**config.mk**
```make
export PLATFORM = sky130hd
export DESIGN_NAME = fsps_sequencer
export DESIGN_NICKNAME = d
export VERILOG_FILES = /design/src/logic/fsps_pkg.sv /design/src/logic/fsps_sticky_bit.sv /design/src/logic/fsps_unlock_seq.sv /design/src/logic/fsps_sequencer.sv
export VERILOG_INCLUDE_DIRS = /design/src /design/src/logic
export SDC_FILE = /design/constraint.sdc
export NUM_CORES = 1
export LEC_CHECK = 0
export ABC_AREA = 1
export BUFFER_PORTS_ARGS = -buffer_cell sky130_fd_sc_hd__buf_2
export CORE_ASPECT_RATIO = 0.9
export CORE_MARGIN = 2
export CORE_UTILIZATION = 59
export CTS_CLUSTER_DIAMETER = 60
export DETAILED_ROUTE_END_ITERATION = 8
export PLACE_DENSITY = 0.78
export SLEW_MARGIN = 10
export SYNTH_ARGS = -nofsm -noshare
export SYNTH_HDL_FRONTEND = slang
export SYNTH_SLANG_ARGS = --single-unit
```
**constraint.sdc**
```tcl
create_clock -name i_sys_clk -period 2.3 [get_ports i_sys_clk]
set_input_delay 0.69 -clock i_sys_clk [delete_from_list [all_inputs] [get_ports i_sys_clk]]
set_output_delay 0.69 -clock i_sys_clk [all_outputs]
set_load 0.01 [all_outputs]
```
**src/logic/fsps_defs.svh**
```systemverilog
`ifndef FSPS_DEFS_SVH
`define FSPS_DEFS_SVH

// register offsets on the plain software port
`define FSPS_ADDR_CMD        4'h0
`define FSPS_ADDR_BLK_PTR    4'h1
`define FSPS_ADDR_OFS_PTR    4'h2
`define FSPS_ADDR_BLK_CMP    4'h3
`define FSPS_ADDR_OFS_CMP    4'h4
`define FSPS_ADDR_WBUF       4'h5
`define FSPS_ADDR_STATUS     4'h6
`define FSPS_ADDR_UNLOCK     4'h7
`define FSPS_ADDR_MODE       4'h8
`define FSPS_ADDR_PROT       4'h9
`define FSPS_ADDR_IRQ_STAT   4'ha
`define FSPS_ADDR_IRQ_MASK   4'hb

// command codes
`define FSPS_CMD_NONE        8'h00
`define FSPS_CMD_ERASE       8'h03
`define FSPS_CMD_BLANK       8'h04
`define FSPS_CMD_WRITE       8'h05

// unlock and mode sequence values
`define FSPS_UNLOCK_KEY      8'ha5
`define FSPS_MODE_ON         8'h01
`define FSPS_MODE_ON_INV     8'hfe
`define FSPS_MODE_OFF        8'h00
`define FSPS_MODE_OFF_INV    8'hff

// status field positions
`define FSPS_ST_SEQ_ERR      0
`define FSPS_ST_VERIFY_ERR   1
`define FSPS_ST_PROT_ERR     2

// interrupt status field positions
`define FSPS_IRQ_DONE        0
`define FSPS_IRQ_ERR         1
`define FSPS_IRQ_W           2

// reset values and fixed figures
`define FSPS_RST_BYTE        8'h00
`define FSPS_RST_PROT        5'h1f
`define FSPS_ERASED_BYTE     8'hff
`define FSPS_OFS_FULL        8'hff
`define FSPS_DONE_LATENCY    4'h2

`endif

```
**src/logic/fsps_pkg.sv**
```systemverilog
package fsps_pkg;
	typedef enum logic [6:0] {
		FSPS_IDLE   = 7'b0000001,
		FSPS_CHECK  = 7'b0000010,
		FSPS_ERASE  = 7'b0000100,
		FSPS_BLANK  = 7'b0001000,
		FSPS_WRITE  = 7'b0010000,
		FSPS_VERIFY = 7'b0100000,
		FSPS_DONE   = 7'b1000000
	} fsps_state_t;

	typedef enum logic [3:0] {
		FSPS_SEQ_IDLE  = 4'b0001,
		FSPS_SEQ_KEYED = 4'b0010,
		FSPS_SEQ_VAL   = 4'b0100,
		FSPS_SEQ_INV   = 4'b1000
	} fsps_seq_t;
endpackage

```
**src/logic/fsps_sticky_bit.sv**
```systemverilog
`timescale 1ns/100ps
// one sticky flag: set wins over clear
module fsps_sticky_bit
	import fsps_pkg::*;
(
	input  wire logic i_sys_clk,
	input  wire logic i_rst_n,
	input  wire logic i_ce,
	input  wire logic i_set,
	input  wire logic i_clr,
	output logic      o_flag
);
	logic flag_reg;
	logic flag_next;

	always_comb begin
		flag_next = flag_reg;
		if (i_clr) begin
			flag_next = 1'b0;
		end
		if (i_set) begin
			flag_next = 1'b1;
		end
	end

	always_ff @(posedge i_sys_clk or negedge i_rst_n) begin
		if (!i_rst_n) begin
			flag_reg <= 1'b0;
		end else if (i_ce) begin
			flag_reg <= flag_next;
		end
	end

	assign o_flag = flag_reg;
endmodule

```
**src/logic/fsps_unlock_seq.sv**
```systemverilog
`timescale 1ns/100ps
`include "fsps_defs.svh"
// key, value, inverted value, value: the final write takes effect
module fsps_unlock_seq
	import fsps_pkg::*;
(
	input  wire logic       i_sys_clk,
	input  wire logic       i_rst_n,
	input  wire logic       i_ce,
	input  wire logic       i_key_wr,
	input  wire logic       i_mode_wr,
	input  wire logic [7:0] i_wdata,
	input  wire logic       i_other_wr,
	output logic            o_mode,
	output logic            o_seq_err
);
	fsps_seq_t  seq_reg;
	fsps_seq_t  seq_next;
	logic [7:0] val_reg;
	logic [7:0] val_next;
	logic       mode_reg;
	logic       mode_next;
	logic       err_pulse;

	always_comb begin
		seq_next  = seq_reg;
		val_next  = val_reg;
		mode_next = mode_reg;
		err_pulse = 1'b0;
		case (seq_reg)
			FSPS_SEQ_IDLE: begin
				if (i_key_wr && i_wdata == `FSPS_UNLOCK_KEY) begin
					seq_next = FSPS_SEQ_KEYED;
				end else if (i_mode_wr) begin
					err_pulse = 1'b1;
				end
			end
			FSPS_SEQ_KEYED: begin
				if (i_mode_wr && (i_wdata == `FSPS_MODE_ON || i_wdata == `FSPS_MODE_OFF)) begin
					val_next = i_wdata;
					seq_next = FSPS_SEQ_VAL;
				end else if (i_mode_wr || i_key_wr || i_other_wr) begin
					err_pulse = 1'b1;
					seq_next  = FSPS_SEQ_IDLE;
				end
			end
			FSPS_SEQ_VAL: begin
				if (i_mode_wr && i_wdata == ~val_reg) begin
					seq_next = FSPS_SEQ_INV;
				end else if (i_mode_wr || i_key_wr || i_other_wr) begin
					err_pulse = 1'b1;
					seq_next  = FSPS_SEQ_IDLE;
				end
			end
			FSPS_SEQ_INV: begin
				if (i_mode_wr && i_wdata == val_reg) begin
					mode_next = (val_reg == `FSPS_MODE_ON);
					seq_next  = FSPS_SEQ_IDLE;
				end else if (i_mode_wr || i_key_wr || i_other_wr) begin
					err_pulse = 1'b1;
					seq_next  = FSPS_SEQ_IDLE;
				end
			end
			default: begin
				seq_next = FSPS_SEQ_IDLE;
			end
		endcase
	end

	always_ff @(posedge i_sys_clk or negedge i_rst_n) begin
		if (!i_rst_n) begin
			seq_reg  <= FSPS_SEQ_IDLE;
			val_reg  <= `FSPS_RST_BYTE;
			mode_reg <= 1'b0;
		end else if (i_ce) begin
			seq_reg  <= seq_next;
			val_reg  <= val_next;
			mode_reg <= mode_next;
		end
	end

	assign o_mode    = mode_reg;
	assign o_seq_err = err_pulse;
endmodule

```
**src/logic/fsps_sequencer.sv**
```systemverilog
// Local design decisions: the strobed register port and the placing of the registers.
`timescale 1ns/100ps
`include "fsps_defs.svh"
// Operation
// - code 03 erases the whole block
// - code 04 checks block is blank
// - code 05 programs one byte location
// - byte value comes from write buffer
// - halt starts command, finish releases cpu
// - status bit1 verify error, bit2 protect
// - erase of protected block flags protection
// - zero status means normal completion
// - unlock sequence enables mode; bit0 error
module fsps_sequencer
	import fsps_pkg::*;
#(
	parameter int BLK_W = 5,
	parameter int OFS_W = 8
) (
	input  wire logic       i_sys_clk,
	input  wire logic       i_rst_n,
	input  wire logic       i_ce,
	input  wire logic [3:0] i_addr,
	input  wire logic [7:0] i_wdata,
	input  wire logic       i_wr,
	input  wire logic       i_rd,
	output logic [7:0]      o_rdata,
	input  wire logic       i_cpu_halt,
	output logic            o_cpu_release,
	output logic            o_busy,
	output logic            o_mem_en,
	output logic            o_mem_we,
	output logic            o_mem_erase,
	output logic [15:0]     o_mem_addr,
	output logic [7:0]      o_mem_wdata,
	input  wire logic [7:0] i_mem_rdata,
	output logic            o_irq
);
	initial begin
		if (BLK_W < 1 || BLK_W > 8 || OFS_W < 1 || OFS_W > 8) begin
			$error("fsps_sequencer: pointer widths must be 1..8");
		end
	end

	localparam logic [OFS_W-1:0] OFS_LAST = {OFS_W{1'b1}};

	fsps_state_t      st_reg;
	fsps_state_t      st_next;
	logic [7:0]       cmd_reg, cmd_next;
	logic [7:0]       blk_reg, blk_next;
	logic [7:0]       ofs_reg, ofs_next;
	logic [7:0]       blkc_reg, blkc_next;
	logic [7:0]       ofsc_reg, ofsc_next;
	logic [7:0]       wbuf_reg, wbuf_next;
	logic [4:0]       prot_reg, prot_next;
	logic [2:0]       mask_reg, mask_next;
	logic [OFS_W-1:0] cnt_reg, cnt_next;
	logic [3:0]       dly_reg, dly_next;
	logic [7:0]       rdata_reg, rdata_next;
	logic             halt_d_reg;
	logic             verr_set, perr_set, done_set;
	logic             mode_on, seq_err_pulse;
	logic [2:0]       status;
	logic [2:0]       irq_stat;
	logic [2:0]       st_clr, irq_clr, irq_set;
	logic             wr_key, wr_mode, wr_other;
	logic             halt_rise, blk_protected;

	assign wr_key    = i_wr && i_addr == `FSPS_ADDR_UNLOCK;
	assign wr_mode   = i_wr && i_addr == `FSPS_ADDR_MODE;
	assign wr_other  = i_wr && !wr_key && !wr_mode;
	assign halt_rise = i_cpu_halt && !halt_d_reg;
	// protection setting: the lowest 2*(1f - code) blocks stay locked, none at 1f
	assign blk_protected = (prot_reg != `FSPS_RST_PROT) &&
	                       ({3'h0, blk_reg[4:0]} < {2'h0, (`FSPS_RST_PROT - prot_reg), 1'b0});

	fsps_unlock_seq u_unlock (
		.i_sys_clk  (i_sys_clk),
		.i_rst_n    (i_rst_n),
		.i_ce       (i_ce),
		.i_key_wr   (wr_key),
		.i_mode_wr  (wr_mode),
		.i_wdata    (i_wdata),
		.i_other_wr (wr_other),
		.o_mode     (mode_on),
		.o_seq_err  (seq_err_pulse)
	);

	// status is written to zero by software; any write clears all flags except one set in that same cycle
	always_comb begin
		st_clr  = {3{i_wr && i_addr == `FSPS_ADDR_STATUS}};
		irq_clr = (i_wr && i_addr == `FSPS_ADDR_IRQ_STAT) ? i_wdata[2:0] : 3'h0;
		irq_set = {seq_err_pulse, verr_set | perr_set, done_set};
	end

	genvar g;
	generate
		for (g = 0; g < 3; g++) begin : g_flags
			fsps_sticky_bit u_st (
				.i_sys_clk (i_sys_clk),
				.i_rst_n   (i_rst_n),
				.i_ce      (i_ce),
				.i_set     ((g == `FSPS_ST_SEQ_ERR) ? seq_err_pulse :
				            (g == `FSPS_ST_VERIFY_ERR) ? verr_set : perr_set),
				.i_clr     (st_clr[g]),
				.o_flag    (status[g])
			);
			fsps_sticky_bit u_irq (
				.i_sys_clk (i_sys_clk),
				.i_rst_n   (i_rst_n),
				.i_ce      (i_ce),
				.i_set     (irq_set[g]),
				.i_clr     (irq_clr[g]),
				.o_flag    (irq_stat[g])
			);
		end
	endgenerate

	assign o_irq = |(irq_stat & mask_reg);

	// register writes and read data
	always_comb begin
		cmd_next  = cmd_reg;
		blk_next  = blk_reg;
		ofs_next  = ofs_reg;
		blkc_next = blkc_reg;
		ofsc_next = ofsc_reg;
		wbuf_next = wbuf_reg;
		prot_next = prot_reg;
		mask_next = mask_reg;
		rdata_next = `FSPS_RST_BYTE;
		// pointer registers are frozen while a command runs
		if (i_wr && st_reg == FSPS_IDLE) begin
			case (i_addr)
				`FSPS_ADDR_CMD:      cmd_next  = i_wdata;
				`FSPS_ADDR_BLK_PTR:  blk_next  = i_wdata;
				`FSPS_ADDR_OFS_PTR:  ofs_next  = i_wdata;
				`FSPS_ADDR_BLK_CMP:  blkc_next = i_wdata;
				`FSPS_ADDR_OFS_CMP:  ofsc_next = i_wdata;
				`FSPS_ADDR_WBUF:     wbuf_next = i_wdata;
				`FSPS_ADDR_PROT:     prot_next = i_wdata[4:0];
				`FSPS_ADDR_IRQ_MASK: mask_next = i_wdata[2:0];
				default: begin
				end
			endcase
		end
		if (i_rd) begin
			case (i_addr)
				`FSPS_ADDR_CMD:      rdata_next = cmd_reg;
				`FSPS_ADDR_BLK_PTR:  rdata_next = blk_reg;
				`FSPS_ADDR_OFS_PTR:  rdata_next = ofs_reg;
				`FSPS_ADDR_BLK_CMP:  rdata_next = blkc_reg;
				`FSPS_ADDR_OFS_CMP:  rdata_next = ofsc_reg;
				`FSPS_ADDR_WBUF:     rdata_next = wbuf_reg;
				`FSPS_ADDR_STATUS:   rdata_next = {5'h00, status};
				`FSPS_ADDR_MODE:     rdata_next = {7'h00, mode_on};
				`FSPS_ADDR_PROT:     rdata_next = {3'h0, prot_reg};
				`FSPS_ADDR_IRQ_STAT: rdata_next = {5'h00, irq_stat};
				`FSPS_ADDR_IRQ_MASK: rdata_next = {5'h00, mask_reg};
				default:             rdata_next = `FSPS_RST_BYTE;
			endcase
		end
	end

	// command sequencer
	always_comb begin
		st_next  = st_reg;
		cnt_next = cnt_reg;
		dly_next = dly_reg;
		verr_set = 1'b0;
		perr_set = 1'b0;
		done_set = 1'b0;
		case (st_reg)
			FSPS_IDLE: begin
				if (halt_rise) begin
					st_next = FSPS_CHECK;
				end
			end
			FSPS_CHECK: begin
				cnt_next = ofs_reg[OFS_W-1:0];
				dly_next = `FSPS_DONE_LATENCY;
				st_next  = FSPS_DONE;
				if (!mode_on) begin
					verr_set = 1'b1;
				end else begin
					case (cmd_reg)
						`FSPS_CMD_ERASE: begin
							if (blk_protected) begin
								perr_set = 1'b1;
							end else if (blkc_reg != blk_reg || ofs_reg != `FSPS_RST_BYTE ||
							             ofsc_reg != `FSPS_RST_BYTE) begin
								verr_set = 1'b1;
							end else begin
								cnt_next = '0;
								st_next  = FSPS_ERASE;
							end
						end
						`FSPS_CMD_BLANK: begin
							if (blkc_reg != blk_reg || ofs_reg != `FSPS_RST_BYTE ||
							    ofsc_reg[OFS_W-1:0] != OFS_LAST) begin
								verr_set = 1'b1;
							end else begin
								st_next = FSPS_BLANK;
							end
						end
						`FSPS_CMD_WRITE: begin
							if (blk_protected) begin
								perr_set = 1'b1;
							end else begin
								st_next = FSPS_WRITE;
							end
						end
						default: verr_set = 1'b1;
					endcase
				end
			end
			FSPS_ERASE: begin
				cnt_next = cnt_reg + 1'b1;
				if (cnt_reg == OFS_LAST) begin
					cnt_next = '0;
					st_next  = FSPS_BLANK; // erase is checked by a blank pass
				end
			end
			FSPS_BLANK: begin
				// memory answers one cycle after the address
				if (dly_reg != 4'h0) begin
					dly_next = dly_reg - 1'b1;
				end else begin
					dly_next = 4'h1;
					if (i_mem_rdata != `FSPS_ERASED_BYTE) begin
						verr_set = 1'b1;
						st_next  = FSPS_DONE;
					end else if (cnt_reg == OFS_LAST) begin
						st_next = FSPS_DONE;
					end else begin
						cnt_next = cnt_reg + 1'b1;
					end
				end
			end
			FSPS_WRITE: begin
				st_next  = FSPS_VERIFY;
				dly_next = `FSPS_DONE_LATENCY;
			end
			FSPS_VERIFY: begin
				if (dly_reg != 4'h0) begin
					dly_next = dly_reg - 1'b1;
				end else begin
					verr_set = i_mem_rdata != wbuf_reg;
					st_next  = FSPS_DONE;
				end
			end
			FSPS_DONE: begin
				done_set = 1'b1;
				st_next  = FSPS_IDLE;
			end
			default: st_next = FSPS_IDLE;
		endcase
	end

	always_ff @(posedge i_sys_clk or negedge i_rst_n) begin
		if (!i_rst_n) begin
			st_reg     <= FSPS_IDLE;
			cmd_reg    <= `FSPS_CMD_NONE;
			blk_reg    <= `FSPS_RST_BYTE;
			ofs_reg    <= `FSPS_RST_BYTE;
			blkc_reg   <= `FSPS_RST_BYTE;
			ofsc_reg   <= `FSPS_RST_BYTE;
			wbuf_reg   <= `FSPS_RST_BYTE;
			prot_reg   <= `FSPS_RST_PROT;
			mask_reg   <= 3'h0;
			cnt_reg    <= '0;
			dly_reg    <= 4'h0;
			rdata_reg  <= `FSPS_RST_BYTE;
			halt_d_reg <= 1'b0;
		end else if (i_ce) begin
			st_reg     <= st_next;
			cmd_reg    <= cmd_next;
			blk_reg    <= blk_next;
			ofs_reg    <= ofs_next;
			blkc_reg   <= blkc_next;
			ofsc_reg   <= ofsc_next;
			wbuf_reg   <= wbuf_next;
			prot_reg   <= prot_next;
			mask_reg   <= mask_next;
			cnt_reg    <= cnt_next;
			dly_reg    <= dly_next;
			rdata_reg  <= rdata_next;
			halt_d_reg <= i_cpu_halt;
		end
	end

	assign o_rdata       = rdata_reg;
	assign o_cpu_release = st_reg == FSPS_DONE;
	assign o_busy        = st_reg != FSPS_IDLE;
	assign o_mem_en      = st_reg == FSPS_ERASE || st_reg == FSPS_BLANK ||
	                       st_reg == FSPS_WRITE || st_reg == FSPS_VERIFY;
	assign o_mem_we      = st_reg == FSPS_WRITE || st_reg == FSPS_ERASE;
	assign o_mem_erase   = st_reg == FSPS_ERASE;
	assign o_mem_addr    = {blk_reg, 8'(cnt_reg)};
	assign o_mem_wdata   = (st_reg == FSPS_ERASE) ? `FSPS_ERASED_BYTE : wbuf_reg;
endmodule

```
# ---- After elaboration in Yosys (flattened, before gate mapping)
# Cells that the tools add are included.
dict set report word_totals {
  ff_bits 103
  in_bits 26
  output_inout_bits 38
  word_cells 203
}
dict set report classes {
  addsub 3
  order_cmp 1
  n_eq_ne 46
  muxes 66
  bitwise_logic 3
  n_reduce_logical 62
}
# cell n
set ops {}
lappend ops {{8-bit one-hot mux with 11 select lines} 1}
lappend ops {{8-bit two-way mux} 10}
lappend ops {{7-bit two-way mux} 11}
lappend ops {{7-bit one-hot mux with 6 select lines} 1}
lappend ops {{3-bit AND reduction} 11}
lappend ops {{1-bit two-way mux} 28}
lappend ops {{4-bit two-way mux} 7}
lappend ops {{8-bit one-hot mux with 3 select lines} 1}
lappend ops {{7-bit one-hot mux with 3 select lines} 1}
lappend ops {{4-bit by 3-bit equality test with 1-bit output (second input constant)} 5}
lappend ops {{4-bit equality test (second input constant)} 5}
lappend ops {{8-bit by 1-bit equality test with 1-bit output (second input constant)} 2}
lappend ops {{8-bit by 3-bit equality test with 1-bit output (second input constant)} 2}
lappend ops {{8-bit equality test} 2}
lappend ops {{8-bit equality test (second input constant)} 2}
lappend ops {{8-bit != test} 2}
lappend ops {{8-bit != test (second input constant)} 2}
lappend ops {{4-bit one-hot mux with 4 select lines} 1}
lappend ops {{8-bit nonzero test} 2}
lappend ops {{2-bit AND reduction} 7}
lappend ops {{1-bit logical AND} 13}
lappend ops {{4-bit by 2-bit equality test with 1-bit output (second input constant)} 3}
lappend ops {{2-bit != test (second input constant)} 6}
lappend ops {{4-bit one-hot mux with 3 select lines} 1}
lappend ops {{34 further kinds} 55}

# ---- Longest topological paths before layout
# Gate-level depths: netlist of the first run.
dict set report logic_depth {
  depth_word 11
  depth_mapped 13
  mapped_depth_nobuf 13
}

# ---- Cells and area by module
# Synthesis of the first run repeated with hierarchy kept, for this count alone.
dict set report hier_totals {
  cells_unflattened 873
  area_unflattened_um2 6055.8
}
# module instances cells_each area_each_um2 seq_area_each_um2
set by_module_without_submodules {}
lappend by_module_without_submodules {fsps_sequencer 1 676 4820.9 2109.5}
lappend by_module_without_submodules {fsps_unlock_seq 1 167 994.7 326.6}
lappend by_module_without_submodules {fsps_sticky_bit 6 5 40.0 25.0}

# ---- Worst setup path after synthesis of the first run
# No wires, ideal clock.
dict set report synth_path {
  path_type {register -> output}
  start {register st_reg[0]}
  end {output o_mem_wdata[3]}
  arrival_ns 1.322
  required_time_ns 1.610
  slack_ns 0.288
  stages_incl_launch_ff 7
  n_path_buf 0
  path_cell_list {dfstp_2 inv_2 nand2_2 inv_2 nand4_4 inv_1 or2_2}
}
dict set report synth_via {
  elab_chain_len 2
}
# element line
set synth_lines {}
lappend synth_lines {{start, declared} fsps_sequencer.sv:47} ;# fsps_state_t st_reg;
lappend synth_lines {{start signal, assigned} fsps_sequencer.sv:276} ;# st_reg <= st_next;
lappend synth_lines {{7-bit by 3-bit equality test with 1-bit output} n/a}
lappend synth_lines {{named net o_mem_erase} fsps_sequencer.sv:33} ;# output logic o_mem_erase,
lappend synth_lines {{8-bit two-way mux} fsps_sequencer.sv:300} ;# assign o_mem_wdata = (st_reg == FSPS_ERASE) ? `FSPS_ERASED_BYTE : wbuf_reg;
lappend synth_lines {{end, declared} fsps_sequencer.sv:35} ;# output logic [7:0] o_mem_wdata,
# The timed path passes the listed nets, and every way through them passes these cells.

# ---- Final worst setup path of the first run
dict set report layout_path {
  start {register st_reg[0]}
  end {output o_mem_wdata[3]}
}
dict set report layout_via {
  elab_chain_len 2
}
# element line
set layout_lines {}
lappend layout_lines {{7-bit by 3-bit equality test with 1-bit output} fsps_sequencer.sv:300}
lappend layout_lines {{8-bit two-way mux} fsps_sequencer.sv:300}
# No other way between the ends.

==> summary.txt, run 1 <==
STA
  – Max Fclk: 428.8 MHz
  – Setup violators final: 5
  – Relative slew slack: 0.6332
  – Worst-Margin Slew: 0.5481 ns
  – Tmin final: 2.332 ns
  – Worst hold margin: 0.2593 ns
  – Fin. Hold Viols: 0
  – Crit share post-route: 1.014
  – Skew final: 0.008259 ns
  – Post-route setup slack: -0.03224 ns
  – Pins Over Slew Limit: 0
  – Unrepaired setup endpoints after global routing: yes

Floorplanning
  – Die Footprint: 11,000 sq um
  – Core area: between 9000 and 10,000 sq um
  – Die height: 99.71 um
  – Cell Rows: 34
  – Io pins: 64
  – Initial Util: 0.6137
  – Die width: between 100 and 150 um

GRT
  – Initial antenna violation count: 0
  – Largest net degree at the start of global routing: 43
  – Grt ovf: 0
  – GR Util All Layers: 0.3483
  – Vias in the first global route: approximately 5,500
  – First-pass GRT wire length: 28.85 mm

Pwr
  – Flop pwr share: 0.393
  – Lkg Pwr: 3.658 nW
  – Psw: 2.877 mW
  – Maximum VDD drop: 0.6702 mV
  – Tot Pwr: ~7.1 mW
  – Clk pwr share: 0.232
  – Gate power share: 0.375
  – Net Sw Frac: 0.4046
  – Int Power: ~4.2 mW
  – PwrDens: about 1000 nW/um^2

Setup path
  – Top Family by Delay on Critical Path: flip-flops
  – CP required: roughly 1.6 ns
  – Reg2reg setup slack: 0.16 ns
  – CP arrival: 1.64 ns
  – Crit path max fanout: 6
  – CP endpoint kind: output port
  – Crit path buffers/inverters: 4
  – Slowest CP cell: dfstp_2
  – CP dominant cell by count: inv_4
  – Crit-path cells: inv_4 > nand2_4 > inv_4 > nand4_4 > inv_4 > or2_4 > buf_6
  – Kind of critical path: reg2out
  – Worst path max stage delay: 0.56 ns
  – Critical Path Start Type: flip-flop

Yosys
  – Synth async-reset ratio: 1.000
  – Post-synth EDFFs: 0
  – Post-Syn Area per Cell: around 7.6 sq um
  – Syn_nets: between 800 and 900
  – Yosys synthesis warning count: 0
  – Synth Register Bits: 103
  – Post-Syn Area: about 6000 sq um
  – Post-synth cell types: 40
  – Top FF cell, synth: dfrtp_1
  – Seq/Total Area, Yosys: 0.4307
  – Cells after synthesis: 785

Drt
  – DR vias/cell: 5.847
  – TritonRoute pass-1 iters: 5
  – DRC viols: 0
  – Total vias in the final route: 5,917
  – Routed wire length per instance: 18.28 um
  – First DRT Iteration DRCs: 576
  – Antenna-violating nets left: 0
  – WL final: 18.50 mm

Final layout
  – Ant diodes: 0
  – Area Overhead vs Synth: 18.00%
  – Commonest non-fill, non-tap cells in the layout: nand2_1 (216), inv_1 (96), dfrtp_1 (94)
  – Most common cell after layout, fill and taps aside: nand2_1
  – Fin area: 7086 sq um
  – Cell Count, Final, Fillers Out: 1,012
  – Share of cells above drive strength 1: 0.1975
  – Nets: 913

CTS
  – CTS Buffer Depth: 2
  – Clk pin slew, worst setup/hold paths: ~0.080 ns
  – H-tree depth: 3
  – CTS Hold Bufs: 0
  – Num CTS Buffers: 9
  – CTS root buffer: clkbuf_16
  – Clock Latency Late Sink: approximately 0.36 ns
  – CTS sink cnt: 103
  – CTS tree: built

Outcome
  – Failing checks: setup timing
  – Status: finished, violations left

Placed design
  – Final GP Congestion: 1.031
  – Worst slack, placed: 0.05978 ns
  – Dpl cells: 977
  – Dpl hpwl: 13.25 mm
  – Placed cell area: roughly 6500 sq um
  – IO buf count: 63

Min path
  – Hold crit path type: in2async

Flow run
  – Total of max-cap violations: 0
what timing repair did:
item | in CTS | in global routing
resized for setup | 18 | 8
buffers inserted | 13 | 6
setup endpoints to repair | 8 | 12
pin swaps | 3 | 4
layer usage:
layer | GRT usage | up-vias | share of wire | wire length, um
met4 | 0.09808 | 0 | 0.024 | 450
li1 | - | 2763 | - | -
met2 | 0.5441 | 312 | 0.46 | 8552
met3 | 0.06619 | 59 | 0.098 | 1821
met1 | 0.4979 | 2783 | 0.42 | 7680
met5 | 0 | - | 0 | 0
through the flow:
stage / setup TNS [ns] / utilization
after floorplan: 0 / -
after global routing: -0.4945 / 0.7242
after detailed placement: 0 / 0.6670
after CTS: -0.006156 / 0.7162
final: -0.08562 / 0.7242
after global placement: 0 / 0.6670
logic make-up after synthesis:
kind of cell    share of synthesized area
compound gates                     0.1250
fa+ha+maj                         0.01250
buf+inv                           0.08564
simple gates                       0.3111
flops                              0.4307
xor+xnor                          0.03501
power groups by stage:
stage                     combinational (mW)  sequential (mW)  clock, mW
after floorplan                         1.57             2.69          0
after global placement                  2.19             2.79          0
after detailed placement                2.27             2.80          0
after CTS                               2.47             2.77       1.65
after global routing                    2.93             2.85       1.72
final                                   2.67             2.80       1.65
synthesized netlist by cell type, drive strengths merged (4+ instances only):
| library cell | number | share of area |
|---|---|---|
| nand4 | 23 | 0.034 |
| nor2 | 58 | 0.046 |
| nand2 | 231 | 0.16 |
| nor3 | 26 | 0.025 |
| o21ai | 101 | 0.084 |
| buf | 6 | 0.011 |
| a21oi | 13 | 0.011 |
| nand3 | 45 | 0.041 |
| dfrtp | 96 | 0.40 |
| inv | 112 | 0.070 |
| ha | 6 | 0.013 |
| a221oi | 7 | 0.010 |
| nor4 | 4 | 0.0042 |
| xor2 | 6 | 0.0088 |
| clkbuf | 6 | 0.0040 |
| or2 | 4 | 0.0042 |
| dfstp | 7 | 0.031 |
| xnor2 | 18 | 0.026 |
| o22ai | 5 | 0.0052 |
cell type report:
class / instances / area [sq um]
sequential: 103 / 2589
tap: 126 / 157.7
inverter: 112 / 437.9
fill: 782 / 2699
timing repair buffer: 97 / 623.1
multi-input combinational: 558 / 2963
clock inverter: 6 / 76.32
clock buffer: 10 / 239.0
path summary, 6_finish.rpt:
path,from,endpoint,cells after the start
max in group asynchronous,i_rst_n,u_unlock.seq_reg[0],2
worst max-delay path,st_reg[0],o_mem_wdata[3],7
worst min register to register,o_rdata[2],o_rdata[2],2
worst max register to register,cnt_reg[0],st_reg[4],12
min in group i_sys_clk,o_rdata[2],o_rdata[2],2
worst min-delay path,i_rst_n,o_rdata[3],1
No activity file was read; power rests on OpenSTA's default activity.
==> run 2, diff against run 1 <==
--- a/config.mk
+++ b/config.mk
@@ -7,7 +7,7 @@
 export NUM_CORES = 1
 export LEC_CHECK = 0
 export ABC_AREA = 1
-export BUFFER_PORTS_ARGS = -buffer_cell sky130_fd_sc_hd__buf_2
+export BUFFER_PORTS_ARGS = -buffer_cell sky130_fd_sc_hd__clkbuf_2
 export CORE_ASPECT_RATIO = 0.9
 export CORE_MARGIN = 2
 export CORE_UTILIZATION = 59
==> summary.txt, run 2 (synthesized netlist as in run 1, its figures left out) <==
Floorplanning
  – Die Footprint: 11,000 sq um (unchanged)
  – Die height: 99.71 um (unchanged)
  – Cell Rows: 34 (unchanged)
  – Initial Util: 0.6137 (unchanged)
  – Die width: 110.3 um (unchanged)
  – Io pins: 64 (unchanged)
  – Core area: 9784 sq um (unchanged)

CTS
  – CTS Hold Bufs: 0 (unchanged)
  – CTS sink cnt: 103 (unchanged)
  – Clk pin slew, worst setup/hold paths: 0.08 ns (about the same)
  – H-tree depth: 3 (unchanged)
  – Clock Latency Late Sink: 0.35 ns (was 0.36 ns)
  – CTS root buffer: clkbuf_16 (unchanged)
  – Num CTS Buffers: 9 (unchanged)
  – CTS Buffer Depth: 2 (unchanged)
  – CTS tree: built (unchanged)

Final layout
  – Post-layout util: 0.7229 (was 0.7242)
  – Seq. cell area: 2587 sq um (was 2589 sq um)
  – Most common cell after layout, fill and taps aside: nand2_1 (unchanged)
  – Fill cells: 768 (was 782)
  – Ant diodes: 0 (unchanged)
  – Nets: 915 (was 913)
  – Area Overhead vs Synth: 17.80% (was 18.00%)
  – Share of cells above drive strength 1: 0.1982 (was 0.1975)
  – Area of the multi-input gates: 2947 sq um (was 2963 sq um)
  – Commonest non-fill, non-tap cells in the layout: nand2_1 (216), inv_1 (96), dfrtp_1 (95) (was nand2_1 (216), inv_1 (96), dfrtp_1 (94))

STA
  – Skew final: 0.01236 ns (was 0.008259 ns)
  – Relative slew slack: 0.6400 (was 0.6332)
  – Post-route setup slack: -0.006070 ns (was -0.03224 ns)
  – Setup violators final: 5 (unchanged)
  – Pins Over Slew Limit: 0 (unchanged)
  – Tmin final: 2.306 ns (was 2.332 ns)
  – Max Fclk: 433.6 MHz (was 428.8 MHz)
  – Fin. Hold Viols: 0 (unchanged)
  – Unrepaired setup endpoints after global routing: yes (unchanged)
  – Crit share post-route: 1.003 (was 1.014)
  – Worst-Margin Slew: 0.5400 ns (was 0.5481 ns)
  – Worst hold margin: 0.3818 ns (was 0.2593 ns)

Drt
  – Antenna-violating nets left: 0 (unchanged)
  – Routed wire length per instance: 17.91 um (was 18.28 um)
  – DRC viols: 0 (unchanged)
  – DR vias/cell: 5.869 (was 5.847)
  – WL final: 18.17 mm (was 18.50 mm)
  – TritonRoute pass-1 iters: 6 (was 5)
  – Total vias in the final route: 5,951 (was 5,917)
  – First DRT Iteration DRCs: 712 (was 576)

Placed design
  – Final GP Congestion: 0.9931 (was 1.031)
  – Dpl hpwl: 13.08 mm (was 13.25 mm)
  – IO buf count: 63 (unchanged)

Setup path
  – Kind of critical path: reg2out (unchanged)
  – CP required: 1.61 ns (about the same)
  – Slowest CP cell: dfrtp_1 (was dfstp_2)
  – CP endpoint kind: output port (unchanged)
  – Crit-path cells: inv_2 > nand3_2 > inv_4 > nand4_4 > nand2_4 > inv_6 > nand3_1 > buf_2 (was inv_4 > nand2_4 > inv_4 > nand4_4 > inv_4 > or2_4 > buf_6)
  – Worst path max stage delay: 0.40 ns (was 0.56 ns)
  – Critical Path Start Type: flip-flop (unchanged)
  – Crit path max fanout: 5 (was 6)
  – CP arrival: 1.62 ns (was 1.64 ns)

Outcome
  – Status: finished, violations left (unchanged)
  – Failing checks: setup timing (unchanged)

Pwr
  – Maximum VDD drop: 0.5682 mV (was 0.6702 mV)
  – Lkg Pwr: 3.640 nW (was 3.658 nW)
  – PwrDens: 990.1 nW/um^2 (was 1004 nW/um^2)

GRT
  – GR Util All Layers: 0.3343 (was 0.3483)
  – First-pass GRT wire length: 27.78 mm (was 28.85 mm)
  – Largest net degree at the start of global routing: 104 (was 43)
  – Initial antenna violation count: 0 (unchanged)
  – Vias in the first global route: 5,488 (was 5,472)
  – Grt ovf: 0 (unchanged)

Flow run
  – Total of max-cap violations: 0 (unchanged)

Min path
  – Hold crit path type: in2async (unchanged)
-- run 2: per-stage QoR --
stage,instance area [sq um],TNS [ns],setup slack [ns],power (mW),cells
after floorplan,6005,0,0.2882,4.264,785
after CTS,6940,-0.02937,-0.01686,6.804,1005
after detailed placement,6521,0,0.1342,5.074,978
final,7073,-0.01287,-0.006070,7.003,1014
after global routing,7073,-0.3929,-0.05484,7.412,1014
after global placement,6521,0,0.1143,4.978,978
-- run 2: layout make-up --
class | instances | area share
well taps | 126 | 0.02229
clock buffers | 9 | 0.03184
clock inverters | 7 | 0.01256
repair buffers | 99 | 0.08898
inverters | 112 | 0.06191
flip-flops and latches | 103 | 0.3658
multi-input cells | 558 | 0.4166
-- run 2: where the power goes --
group	total, mW	internal (mW)	switching, mW
registers	2.79	2.30	0.491
logic	2.60	0.996	1.60
clock network	1.62	0.868	0.748
-- run 2: worst paths after layout --
path,startpoint,slack (ns),end,cells past startpoint
worst max register to register,st_reg[1],0.17,dly_reg[2],14
worst max-delay path,st_reg[4],-0.006,o_mem_en,8
max in group asynchronous,i_rst_n,1.48,st_reg[3],2
worst min register to register,o_rdata[7],0.49,o_rdata[7],2
min in group i_sys_clk,o_rdata[7],0.49,o_rdata[7],2
worst min-delay path,i_rst_n,0.38,cnt_reg[5],2
-- run 2: layer usage --
layer	global-route usage	vias to the layer above	share of wire
met3	0.06881	57	0.092
met4	0.1048	0	0.030
met2	0.5139	316	0.45
met5	0	-	0
li1	-	2766	-
met1	0.4767	2812	0.42
-- run 2: what timing repair did --
action / in CTS / in global routing
buffers inserted: 11 / 9
pin swaps: 2 / 2
endpoints found under the setup margin: 8 / 11
resized for setup: 9 / 20
-- run 2: worst max-delay path: cells and delay by family, from the launching register on --
family / cells / cell delay (ns)
and+or+nand+nor: 4 / 0.50
buffers and inverters: 4 / 0.37
DFF: 1 / 0.40
